[config.mk]
export PLATFORM = sky130hd
export DESIGN_NAME = dect_top
export DESIGN_NICKNAME = d
export VERILOG_FILES = /design/src/rtl/dect_top.v /design/src/rtl/dect_edge.v
export VERILOG_INCLUDE_DIRS = /design/src /design/src/rtl
export SDC_FILE = /design/constraint.sdc
export NUM_CORES = 1
export LEC_CHECK = 0
export BUFFER_PORTS_ARGS = -buffer_cell sky130_fd_sc_hd__buf_2
export CORE_MARGIN = 10
export CORE_UTILIZATION = 45
export CTS_BUF_LIST = sky130_fd_sc_hd__clkbuf_4
export DETAILED_ROUTE_END_ITERATION = 12
export PLACE_DENSITY = 0.79
export SYNTH_ARGS = -nofsm -noshare
export SYNTH_HDL_FRONTEND = slang
export SYNTH_SLANG_ARGS = --single-unit
[constraint.sdc]
create_clock -name clk_sys -period 4.2 [get_ports clk_sys]
set_input_delay 0.84 -clock clk_sys [delete_from_list [all_inputs] [get_ports clk_sys]]
set_output_delay 0.84 -clock clk_sys [all_outputs]
set_load 0.005 [all_outputs]
[src/rtl/dect_regs.vh]
// constants for the dual edge capture timer control block
`ifndef DECT_REGS_VH
`define DECT_REGS_VH
`define DECT_CNT_W 16
`define DECT_CNT_RESET 16'h0000
`define DECT_MOD_RESET 16'h0000
`define DECT_FREE_LO 16'h0000
`define DECT_FREE_HI 16'hFFFF
`define DECT_CLOCK_SOURCE_SELECT_OFF 2'h0
`define DECT_ELS_NONE 2'h0
`define DECT_ELS_RISE 2'h1
`define DECT_ELS_FALL 2'h2
`define DECT_ELS_BOTH 2'h3
`endif

[src/rtl/dect_top.v]
// dual edge capture controller of a 16-bit timer channel pair
`timescale 1ns/100ps
`default_nettype none
`include "dect_regs.vh"
module dect_top (
	// clock and reset
	input wire clk_sys,
	input wire resetn,
	// mode and configuration
	input wire timer_feature_enable,
	input wire dual_capture_enable,
	input wire mode_select_a,
	input wire center_aligned_select,
	input wire [1:0] clock_source_select,
	input wire [1:0] even_edge_level_select,
	input wire [1:0] odd_edge_level_select,
	input wire [1:0] even_output_compare,
	input wire background_debug,
	// software strobes, one cycle each
	input wire capture_arm_set,
	input wire capture_arm_clear,
	input wire even_flag_clear,
	input wire odd_flag_clear,
	input wire overflow_flag_clear,
	input wire fault_flag_clear,
	input wire fault_event,
	input wire even_value_read,
	// modulo, initial count and byte writes
	input wire [15:0] initial_count,
	input wire [7:0] write_data,
	input wire modulo_high_write,
	input wire modulo_low_write,
	input wire value_high_write,
	input wire value_low_write,
	input wire timer_status_control_write,
	input wire channel_status_control_write,
	input wire counter_byte_write,
	input wire pwm_sync,
	input wire sync_reinitialize,
	input wire init_event,
	input wire [1:0] output_initial_bit,
	// interrupt enables
	input wire overflow_irq_enable,
	input wire [1:0] channel_irq_enable,
	input wire fault_irq_enable,
	// external channel input pin
	input wire channel_in,
	// status outputs
	output reg capture_arm,
	output reg even_channel_flag,
	output reg odd_channel_flag,
	output reg overflow_flag,
	output reg fault_flag,
	output reg [7:0] even_value_high,
	output reg [7:0] even_value_low,
	output reg [7:0] odd_value_high,
	output reg [7:0] odd_value_low,
	output reg [15:0] counter,
	output reg [15:0] modulo_value,
	output reg [15:0] channel_value,
	output reg free_running,
	output reg [1:0] channel_out,
	output reg [1:0] channel_out_en,
	output reg overflow_irq,
	output reg [1:0] channel_irq,
	output reg fault_irq
);
	// ----------------------------------------
	// input synchroniser
	// ----------------------------------------
	reg in_meta_reg;
	reg in_sync_reg;
	always @(posedge clk_sys or negedge resetn) begin
		if (!resetn) begin
			in_meta_reg <= 1'b0;
			in_sync_reg <= 1'b0;
		end else begin
			in_meta_reg <= channel_in;
			in_sync_reg <= in_meta_reg;
		end
	end

	// ----------------------------------------
	// edge selection
	// ----------------------------------------
	wire even_hit;
	wire odd_hit;
	// odd selection watches the even input too; equal selections give period
	dect_edge u_even_edge (
		.clk_sys(clk_sys),
		.resetn(resetn),
		.level(in_sync_reg),
		.sel(even_edge_level_select),
		.hit(even_hit)
	);
	dect_edge u_odd_edge (
		.clk_sys(clk_sys),
		.resetn(resetn),
		.level(in_sync_reg),
		.sel(odd_edge_level_select),
		.hit(odd_hit)
	);

	// ----------------------------------------
	// capture control
	// ----------------------------------------
	wire dual_on;
	wire capt_ok;
	wire first_ev;
	wire second_ev;
	reg [15:0] even_buf_reg;
	reg [15:0] odd_buf_reg;
	assign dual_on = timer_feature_enable & dual_capture_enable;
	assign capt_ok = dual_on & capture_arm;
	// an edge matching both selections serves the pending stage only
	assign first_ev = capt_ok & even_hit & ~even_channel_flag;
	assign second_ev = capt_ok & odd_hit & even_channel_flag;
	always @(posedge clk_sys or negedge resetn) begin
		if (!resetn) begin
			capture_arm <= 1'b0;
			even_channel_flag <= 1'b0;
			odd_channel_flag <= 1'b0;
			even_buf_reg <= `DECT_CNT_RESET;
			odd_buf_reg <= `DECT_CNT_RESET;
			even_value_high <= 8'h00;
			even_value_low <= 8'h00;
			odd_value_high <= 8'h00;
			odd_value_low <= 8'h00;
		end else begin
			// single-shot disarms on the second edge; set beats clear
			if (second_ev && !mode_select_a)
				capture_arm <= 1'b0;
			else if (capture_arm_set)
				capture_arm <= 1'b1;
			else if (capture_arm_clear)
				capture_arm <= 1'b0;
			if (first_ev)
				even_channel_flag <= 1'b1;
			else if (even_flag_clear)
				even_channel_flag <= 1'b0;
			if (second_ev)
				odd_channel_flag <= 1'b1;
			else if (odd_flag_clear)
				odd_channel_flag <= 1'b0;
			// in continuous mode a fresh first edge re-enters without a flag clear
			if (first_ev || (capt_ok && even_hit && mode_select_a &&
			    !second_ev))
				even_buf_reg <= counter;
			if (second_ev) begin
				{even_value_high, even_value_low} <= even_buf_reg;
				odd_buf_reg <= counter;
			end
			// even value read keeps the pair coherent for software
			if (even_value_read)
				{odd_value_high, odd_value_low} <= odd_buf_reg;
		end
	end

	// ----------------------------------------
	// modulo and value write coherency
	// ----------------------------------------
	reg [7:0] mod_hi_buf_reg;
	reg mod_hi_ok_reg;
	reg [15:0] mod_buf_reg;
	reg mod_pend_reg;
	reg [7:0] val_hi_buf_reg;
	reg val_hi_ok_reg;
	reg [15:0] val_buf_reg;
	reg val_pend_reg;
	always @(posedge clk_sys or negedge resetn) begin
		if (!resetn) begin
			mod_hi_buf_reg <= 8'h00;
			mod_hi_ok_reg <= 1'b0;
			mod_buf_reg <= `DECT_MOD_RESET;
			mod_pend_reg <= 1'b0;
			modulo_value <= `DECT_MOD_RESET;
			val_hi_buf_reg <= 8'h00;
			val_hi_ok_reg <= 1'b0;
			val_buf_reg <= `DECT_CNT_RESET;
			val_pend_reg <= 1'b0;
			channel_value <= `DECT_CNT_RESET;
		end else begin
			if (modulo_high_write) begin
				mod_hi_buf_reg <= write_data;
				mod_hi_ok_reg <= 1'b1;
			end else if (modulo_low_write && mod_hi_ok_reg) begin
				mod_buf_reg <= {mod_hi_buf_reg, write_data};
				mod_pend_reg <= 1'b1;
				mod_hi_ok_reg <= 1'b0;
			end else if (timer_status_control_write &&
			    !timer_feature_enable) begin
				mod_hi_ok_reg <= 1'b0;
			end
			if (value_high_write) begin
				val_hi_buf_reg <= write_data;
				val_hi_ok_reg <= 1'b1;
			end else if (value_low_write && val_hi_ok_reg) begin
				val_buf_reg <= {val_hi_buf_reg, write_data};
				val_pend_reg <= 1'b1;
				val_hi_ok_reg <= 1'b0;
			end else if (channel_status_control_write &&
			    !timer_feature_enable) begin
				val_hi_ok_reg <= 1'b0;
			end
			// legacy mode loads at once; feature mode waits for sync
			if (mod_pend_reg && (!timer_feature_enable || pwm_sync)) begin
				modulo_value <= mod_buf_reg;
				mod_pend_reg <= 1'b0;
			end
			if (val_pend_reg && (!timer_feature_enable || pwm_sync)) begin
				channel_value <= val_buf_reg;
				val_pend_reg <= 1'b0;
			end
		end
	end

	// ----------------------------------------
	// counter, prescaler and free running
	// ----------------------------------------
	reg [1:0] presc_reg;
	wire restart;
	wire run;
	wire wrap;
	wire free_next;
	assign restart = counter_byte_write | (pwm_sync & sync_reinitialize);
	assign run = (clock_source_select != `DECT_CLOCK_SOURCE_SELECT_OFF) & ~background_debug;
	assign free_next = timer_feature_enable ?
	    (!center_aligned_select && initial_count == `DECT_FREE_LO &&
	    modulo_value == `DECT_FREE_HI) :
	    (modulo_value == `DECT_FREE_LO ||
	    modulo_value == `DECT_FREE_HI);
	assign wrap = free_next ? (counter == `DECT_FREE_HI) :
	    (counter == modulo_value);
	always @(posedge clk_sys or negedge resetn) begin
		if (!resetn) begin
			counter <= `DECT_CNT_RESET;
			presc_reg <= 2'h0;
			overflow_flag <= 1'b0;
			fault_flag <= 1'b0;
			free_running <= 1'b0;
		end else begin
			free_running <= free_next;
			// restart acts even in debug
			if (restart) begin
				counter <= initial_count;
				presc_reg <= 2'h0;
			end else if (run) begin
				counter <= wrap ? (free_next ? `DECT_CNT_RESET :
				    initial_count) : counter + 16'h0001;
			end
			if (run && wrap && !restart)
				overflow_flag <= 1'b1;
			else if (overflow_flag_clear)
				overflow_flag <= 1'b0;
			if (fault_event)
				fault_flag <= 1'b1;
			else if (fault_flag_clear)
				fault_flag <= 1'b0;
		end
	end

	// ----------------------------------------
	// channel outputs and interrupts
	// ----------------------------------------
	genvar gi;
	generate
		for (gi = 0; gi < 2; gi = gi + 1) begin : g_chan
			always @(posedge clk_sys or negedge resetn) begin
				if (!resetn) begin
					channel_out[gi] <= 1'b0;
					channel_out_en[gi] <= 1'b0;
				end else begin
					// pins only while a clock source is chosen
					channel_out_en[gi] <= (clock_source_select !=
					    `DECT_CLOCK_SOURCE_SELECT_OFF) && even_output_compare[gi];
					if (init_event)
						channel_out[gi] <= output_initial_bit[gi];
					else if (restart && !even_output_compare[gi])
						channel_out[gi] <= output_initial_bit[gi];
				end
			end
		end
	endgenerate
	// channel_out_en follows clock select and even_output_compare; dual capture does not mask the pin
	always @(posedge clk_sys or negedge resetn) begin
		if (!resetn) begin
			overflow_irq <= 1'b0;
			channel_irq <= 2'b00;
			fault_irq <= 1'b0;
		end else begin
			overflow_irq <= overflow_flag & overflow_irq_enable;
			channel_irq <= {odd_channel_flag, even_channel_flag} &
			    channel_irq_enable;
			fault_irq <= fault_flag & fault_irq_enable;
		end
	end
endmodule // dect_top
`default_nettype wire

[src/rtl/dect_edge.v]
// edge detector for the synchronised even channel input
`timescale 1ns/100ps
`default_nettype none
`include "dect_regs.vh"
module dect_edge (
	// clock and reset
	input wire clk_sys,
	input wire resetn,
	// synchronised level and selection
	input wire level,
	input wire [1:0] sel,
	// detected selected edge, one-cycle pulse
	output reg hit
);
	reg prev_reg;
	wire rise;
	wire fall;
	assign rise = level & ~prev_reg;
	assign fall = ~level & prev_reg;
	always @(posedge clk_sys or negedge resetn) begin
		if (!resetn) begin
			prev_reg <= 1'b0;
			hit <= 1'b0;
		end else begin
			prev_reg <= level;
			case (sel)
			`DECT_ELS_RISE: hit <= rise;
			`DECT_ELS_FALL: hit <= fall;
			`DECT_ELS_BOTH: hit <= rise | fall;
			default: hit <= 1'b0;
			endcase
		end
	end
endmodule // dect_edge
`default_nettype wire

==> results.json, run 1 <==
{
  "drt_iter0_drc": 317,
  "root_buffer": "clkbuf_4",
  "clkTransAtPathRegs_ns": 0.16,
  "multi_input_area_um2": 2969,
  "peakVddDrop_v": 0.0003778,
  "crit_path_end_kind": "flip-flop",
  "synth-seq-cells": 183,
  "overflow": 0,
  "antenna_left": 0,
  "numCtsBuffers": 17,
  "synth_common_cells": "dfrtp_1, mux2_2, xor2_1, clkbuf_1, nor2_1",
  "ys.warnings.count": 0,
  "ctsHoldBuffers": 0,
  "synth_area_um2": 7737,
  "clk_latency_ns": 0.57,
  "slew_headroom": 0.3864,
  "start_util": 0.4633,
  "row_count": 47,
  "min_period_ns": 2.685,
  "htree_levels": 4,
  "yosysTopAreaCellShare": 0.5918,
  "vias": 5189,
  "num_io_pins": 158,
  "max_freq_mhz": 372.5,
  "postPlaceCellArea_um2": 8707,
  "hold_path_class": "primary input to asynchronous set/reset pin",
  "grt_start_max_net_pins": 100,
  "p_leak_uw": 0.004342,
  "crit_fanout": 13,
  "status": "completed",
  "arrival_ns": 3.20,
  "diodes": 0,
  "clk_path_buf_depth": 2,
  "port_buffers": 157,
  "finalHoldWorstSlack_ns": 0.1586,
  "register_area_um2": 4579,
  "max_cap_violations": 0,
  "drive_above_1_share": 0.4781,
  "syn_avg_cell_area_um2": 13.62,
  "synth_top_family_by_area": "multiplexers",
  "place.gp.congestion": 0.8844,
  "finalSetupViolations": 0,
  "wirelength_um": 18810,
  "syn_to_final_growth_pct": 16.06,
  "drc": 0,
  "synthTopCellsByArea": "dfrtp_1, mux2_2, xor2_1",
  "clock-sinks": 183,
  "maxSlewViolCount": 0,
  "pwr_density_cell_nw_per_um2": 475.2,
  "r2r_slack_ns": 1.52,
  "synth_seq_area_share": 0.5918,
  "crit_type": "flip-flop to flip-flop",
  "synth_edf_count": 0,
  "synthFlopType": "dfrtp_1",
  "firstDrtPassIters": 6,
  "viasPerCell": 5.462,
  "fin_nets": 784,
  "fp.dieW_um": 151.1,
  "coreArea_um2": 16700,
  "nFillCells": 1413,
  "synth.distinct_cells": 48,
  "hpwl_um": 13600,
  "synthXorXnorAreaFrac": 0.02717,
  "synth_top_area_cell": "dfrtp_1",
  "die_height_um": 151.1,
  "post_cts_resize_count": 0,
  "dieArea_um2": 22840,
  "syn_inst": 568,
  "worstReg2RegEnd": "counter[12]$_DFFE_PN0P_",
  "hold_violations": 0,
  "reg2reg_depth": 7,
  "syn_nets": 635,
  "antenna_found_initial": 0,
  "grtUsageTotal": 0.1671,
  "reg2reg_from": "counter[5]$_DFFE_PN0P_",
  "grt_pass1_wl_um": 29750,
  "yosys.area_share.simple": 0.07245,
  "yosysMostFrequentCell": "dfrtp_1",
  "skew_ns": 0.01762,
  "grt_pass1_vias": 5333,
  "rsz0062_at_grt": "false",
  "async_flop_share": 1.000,
  "synth_compound_area_frac": 0.06161,
  "finish.instance_area_um2": 8980,
  "cts_tree": "yes",
  "worst_pin_slew_ns": 0.9177,
  "synthMuxAreaShare": 0.2177,
  "postCtsSetupBuffers": 0,
  "tns_ns": 0,
  "routedWlPerCell_um": 19.80,
  "finalCoreUtilization": 0.5377,
  "worst_ep_required_time_ns": 4.72,
  "yosys.area_share.adder": 0.004851,
  "fin_crit_sh": 0.6392,
  "cp-start-kind": "flip-flop"
}
-- worst max-delay path by stage --
stage | depth (start not counted) | end | start | slack (ns)
6_report | 7 | counter[12]$_DFFE_PN0P_ | counter[5]$_DFFE_PN0P_ | 1.52
5_1_grt | 7 | counter[8]$_DFFE_PN0P_ | counter[6]$_DFFE_PN0P_ | 1.24
4_1_cts | 7 | counter[14]$_DFFE_PN0P_ | counter[5]$_DFFE_PN0P_ | 1.54
3_5_place_dp | 7 | counter[7]$_DFFE_PN0P_ | initial_count[9] | 1.24
3_3_place_gp | 7 | counter[5]$_DFFE_PN0P_ | initial_count[9] | 1.30
2_1_floorplan | 8 | counter[12]$_DFFE_PN0P_ | initial_count[0] | 1.76
-- cell families after synthesis --
logic type,Yosys count
mux,150
xor+xnor,24
compound gates,63
simple gates,101
flops,183
buf+inv,44
fa+ha+maj,3
-- power breakdown --
group	internal (uW)	switching [uW]	total (uW)
Combinational	507	384	891
Clock	268	657	924
Sequential	2110	343	2450
-- final cells by class --
cell class,instances,area share
flip-flops and latches,183,0.5100
multi-input cells,341,0.3306
repair buffers,161,0.09294
well taps,220,0.03065
clock inverters,14,0.01533
clock buffers,18,0.01505
inverters,13,0.005434
-- per-layer routing --
metal | up-vias | part of all wire | GRT usage
li1 | 2338 | - | -
met1 | 2612 | 0.42 | 0.2129
met2 | 220 | 0.48 | 0.2665
met3 | 19 | 0.095 | 0.05728
met4 | 0 | 0.011 | 0.04475
met5 | - | 0 | 0
-- per-stage QoR --
step,worst slack (ns),cells,total power [uW]
floorplan,1.764,568,2902
global route,1.241,950,4538
CTS,1.541,950,4328
global placement,1.299,918,3352
finish,1.515,950,4267
detailed placement,1.241,918,3395
-- critical path, stage by stage, from the launching register on --
cell	delay, ns
dfrtp_1	0.61
xor2_1	0.23
nor4_1	0.31
nand4_1	0.21
a2111oi_2	0.48
a21o_1	0.54
o2bb2ai_2	0.14
a21o_1	0.11
-- placed cells by master (no fill, tap or decap), types with 5 or more instances in the layout --
cell type	n
a21o_1	7
a21oi_1	5
a22oi_1	11
and2_1	6
and3_1	6
buf_2	156
clkbuf_4	18
dfrtp_1	183
inv_1	13
mux2_2	146
nand2_1	14
nand2b_1	5
nand3_1	8
nand4_1	10
nor2_1	17
nor2b_1	11
nor4_1	11
o21ai_0	12
o21ai_1	8
xor2_1	20
(Power assumes the default switching activity.)
==> inputs of run 2 (changes only) <==
Clock period 4.2 ns to 2.7 ns, I/O delays scaled along.
==> run 2 against run 1 <==
  * Cell count rose by 2.9%
  * First-iteration DRC count is 6.0% higher
  * Critical path type unchanged
  * Global-route usage up 0.39 points
  * Setup slack lost 1.3 ns
  * Largest cell class unchanged
  * Combinational power rose by 77%
  * Die area stayed put
  * Non-clock buffer count up 27
  * Clock power up 67%
  * Critical endpoint is now counter[5]$_DFFE_PN0P_
  * Power grew 60%
==> results.json, run 2 (synthesized netlist as in run 1, its figures left out) <==
{
  "drc": 0,
  "p_int_uw": 4638,
  "max_freq_mhz": 404.4,
  "coreArea_um2": 16700,
  "total_power_uw": 6835,
  "postCtsSetupBuffers": 0,
  "antenna_found_initial": 1,
  "cts_tree": "yes",
  "clkTransAtPathRegs_ns": 0.17,
  "overflow": 0,
  "antenna_left": 0,
  "port_buffers": 157,
  "peakVddDrop_v": 0.0006110,
  "htree_levels": 4,
  "fp.dieW_um": 151.1,
  "max_cap_violations": 0,
  "tns_ns": 0,
  "hpwl_um": 14360,
  "die_height_um": 151.1,
  "wirelength_um": 19300,
  "min_period_ns": 2.473,
  "pwr_density_cell_nw_per_um2": 739.7,
  "syn_to_final_growth_pct": 19.44,
  "grtUsageMet1": 0.2170,
  "grt_pass1_vias": 5468,
  "maxSlewViolCount": 0,
  "met3_usage": 0.06683,
  "p_leak_uw": 0.004489,
  "rsz0062_at_grt": "false",
  "row_count": 47,
  "register_area_um2": 4579,
  "place.gp.congestion": 0.9228,
  "clock-sinks": 183,
  "grtUsageTotal": 0.1710,
  "routedWlPerCell_um": 19.74,
  "place_ws_ns": 0.02968,
  "hold_violations": 0,
  "slew_headroom": 0.5833,
  "combPwrFrac": 0.231,
  "dieArea_um2": 22840,
  "hold_path_class": "primary input to flip-flop",
  "viasPerCell": 5.337,
  "status": "completed",
  "busiest_layer": "met2",
  "firstDrtPassIters": 5,
  "arrival_ns": 2.95,
  "grt_start_max_net_pins": 61,
  "crit_fanout": 16,
  "final_cell_mix": "dfrtp_1, buf_2, mux2_2",
  "fin_ws_ns": 0.2270,
  "worst_pin_slew_ns": 0.6203,
  "root_buffer": "clkbuf_4",
  "finalSetupViolations": 0,
  "p_switching_uw": 2198,
  "skew_ns": 0.02214,
  "clk_latency_ns": 0.57,
  "drt_iter0_drc": 336,
  "clock_power_share": 0.225,
  "nFillCells": 1397,
  "min_from": "channel_in",
  "grt_pass1_wl_um": 30280,
  "swShare": 0.3215,
  "pwr-share-seq": 0.544,
  "start_util": 0.4633,
  "vias": 5220,
  "worst_ep_required_time_ns": 3.18,
  "fin_nets": 811,
  "reg2reg_from": "modulo_value[8]$_DFFE_PN0P_",
  "crit_type": "flip-flop to flip-flop",
  "crit_path_end_kind": "flip-flop",
  "worstSetupStartpoint": "modulo_value[8]$_DFFE_PN0P_",
  "mostFrequentLayoutCell": "dfrtp_1",
  "fin_crit_sh": 0.9159,
  "use_met2": 0.2662,
  "numCtsBuffers": 17,
  "num_io_pins": 158,
  "multi_input_area_um2": 2978,
  "cp-start-kind": "flip-flop",
  "drive_above_1_share": 0.4941,
  "clk_path_buf_depth": 2
}
==> run 2: worst paths after layout <==
check                      slack [ns]  cells after the start                         to
hold / removal                   0.07                      1      in_meta_reg$_DFF_PN0_
setup / recovery                 0.23                      8     counter[5]$_DFFE_PN0P_
hold reg to reg                  0.37                      0      in_sync_reg$_DFF_PN0_
setup reg to reg                 0.23                      8     counter[5]$_DFFE_PN0P_
min in group asynchronous        0.49                      2     overflow_irq$_DFF_PN0_
max in group asynchronous        1.46                      3  mod_hi_ok_reg$_DFFE_PN0P_
==> run 2: what timing repair did <==
item                                   CTS  global route
hold buffers                             1             0
setup endpoints to repair                0            13
endpoints found under the hold margin   56             0
gates resized for setup                  0             2
==> run 2: critical path, cell delays in order, from the launching register on <==
cell and delay (ns):
dfrtp_1 0.54, nand4_1 0.11, or4_1 0.55, o41ai_2 0.07
buf_4 0.19, nand4_1 0.18, nand3_4 0.27, o21ai_0 0.14
a221o_1 0.32
==> run 2: through the flow <==
step	instance area, um2	util	std cells	hold WS [ns]
2_1_floorplan	7737	-	568	0.2444
3_3_place_gp	8927	0.5345	944	0.3314
3_5_place_dp	8927	0.5345	944	0.3379
4_1_cts	9230	0.5527	977	0.02952
5_1_grt	9239	0.5532	977	0.01566
6_report	9241	0.5533	978	0.06882
==> run 2: final cells by class <==
class                      count  area share
clock buffer                  17     0.01381
antenna                        1   0.0002708
tap                          220     0.02979
multi-input combinational    341      0.3222
sequential                   183      0.4955
clock inverter                15     0.01787
inverter                      13    0.005280
timing repair buffer         188      0.1152
==> run 2: per-layer routing <==
metal,vias up,wire (um),part of all wire
met5,-,0,0
met4,0,286,0.015
met3,24,2002,0.10
met2,216,8941,0.46
met1,2587,8074,0.42
li1,2393,-,-
==> run 2: power groups by stage <==
stage          sequential [uW]  clock [uW]  combinational, uW
3_3_place_gp              3750           0               1570
4_1_cts                   3720        1590               1610
3_5_place_dp              3770           0               1610
5_1_grt                   3800        1710               1740
6_report                  3720        1540               1580
2_1_floorplan             3690           0                827
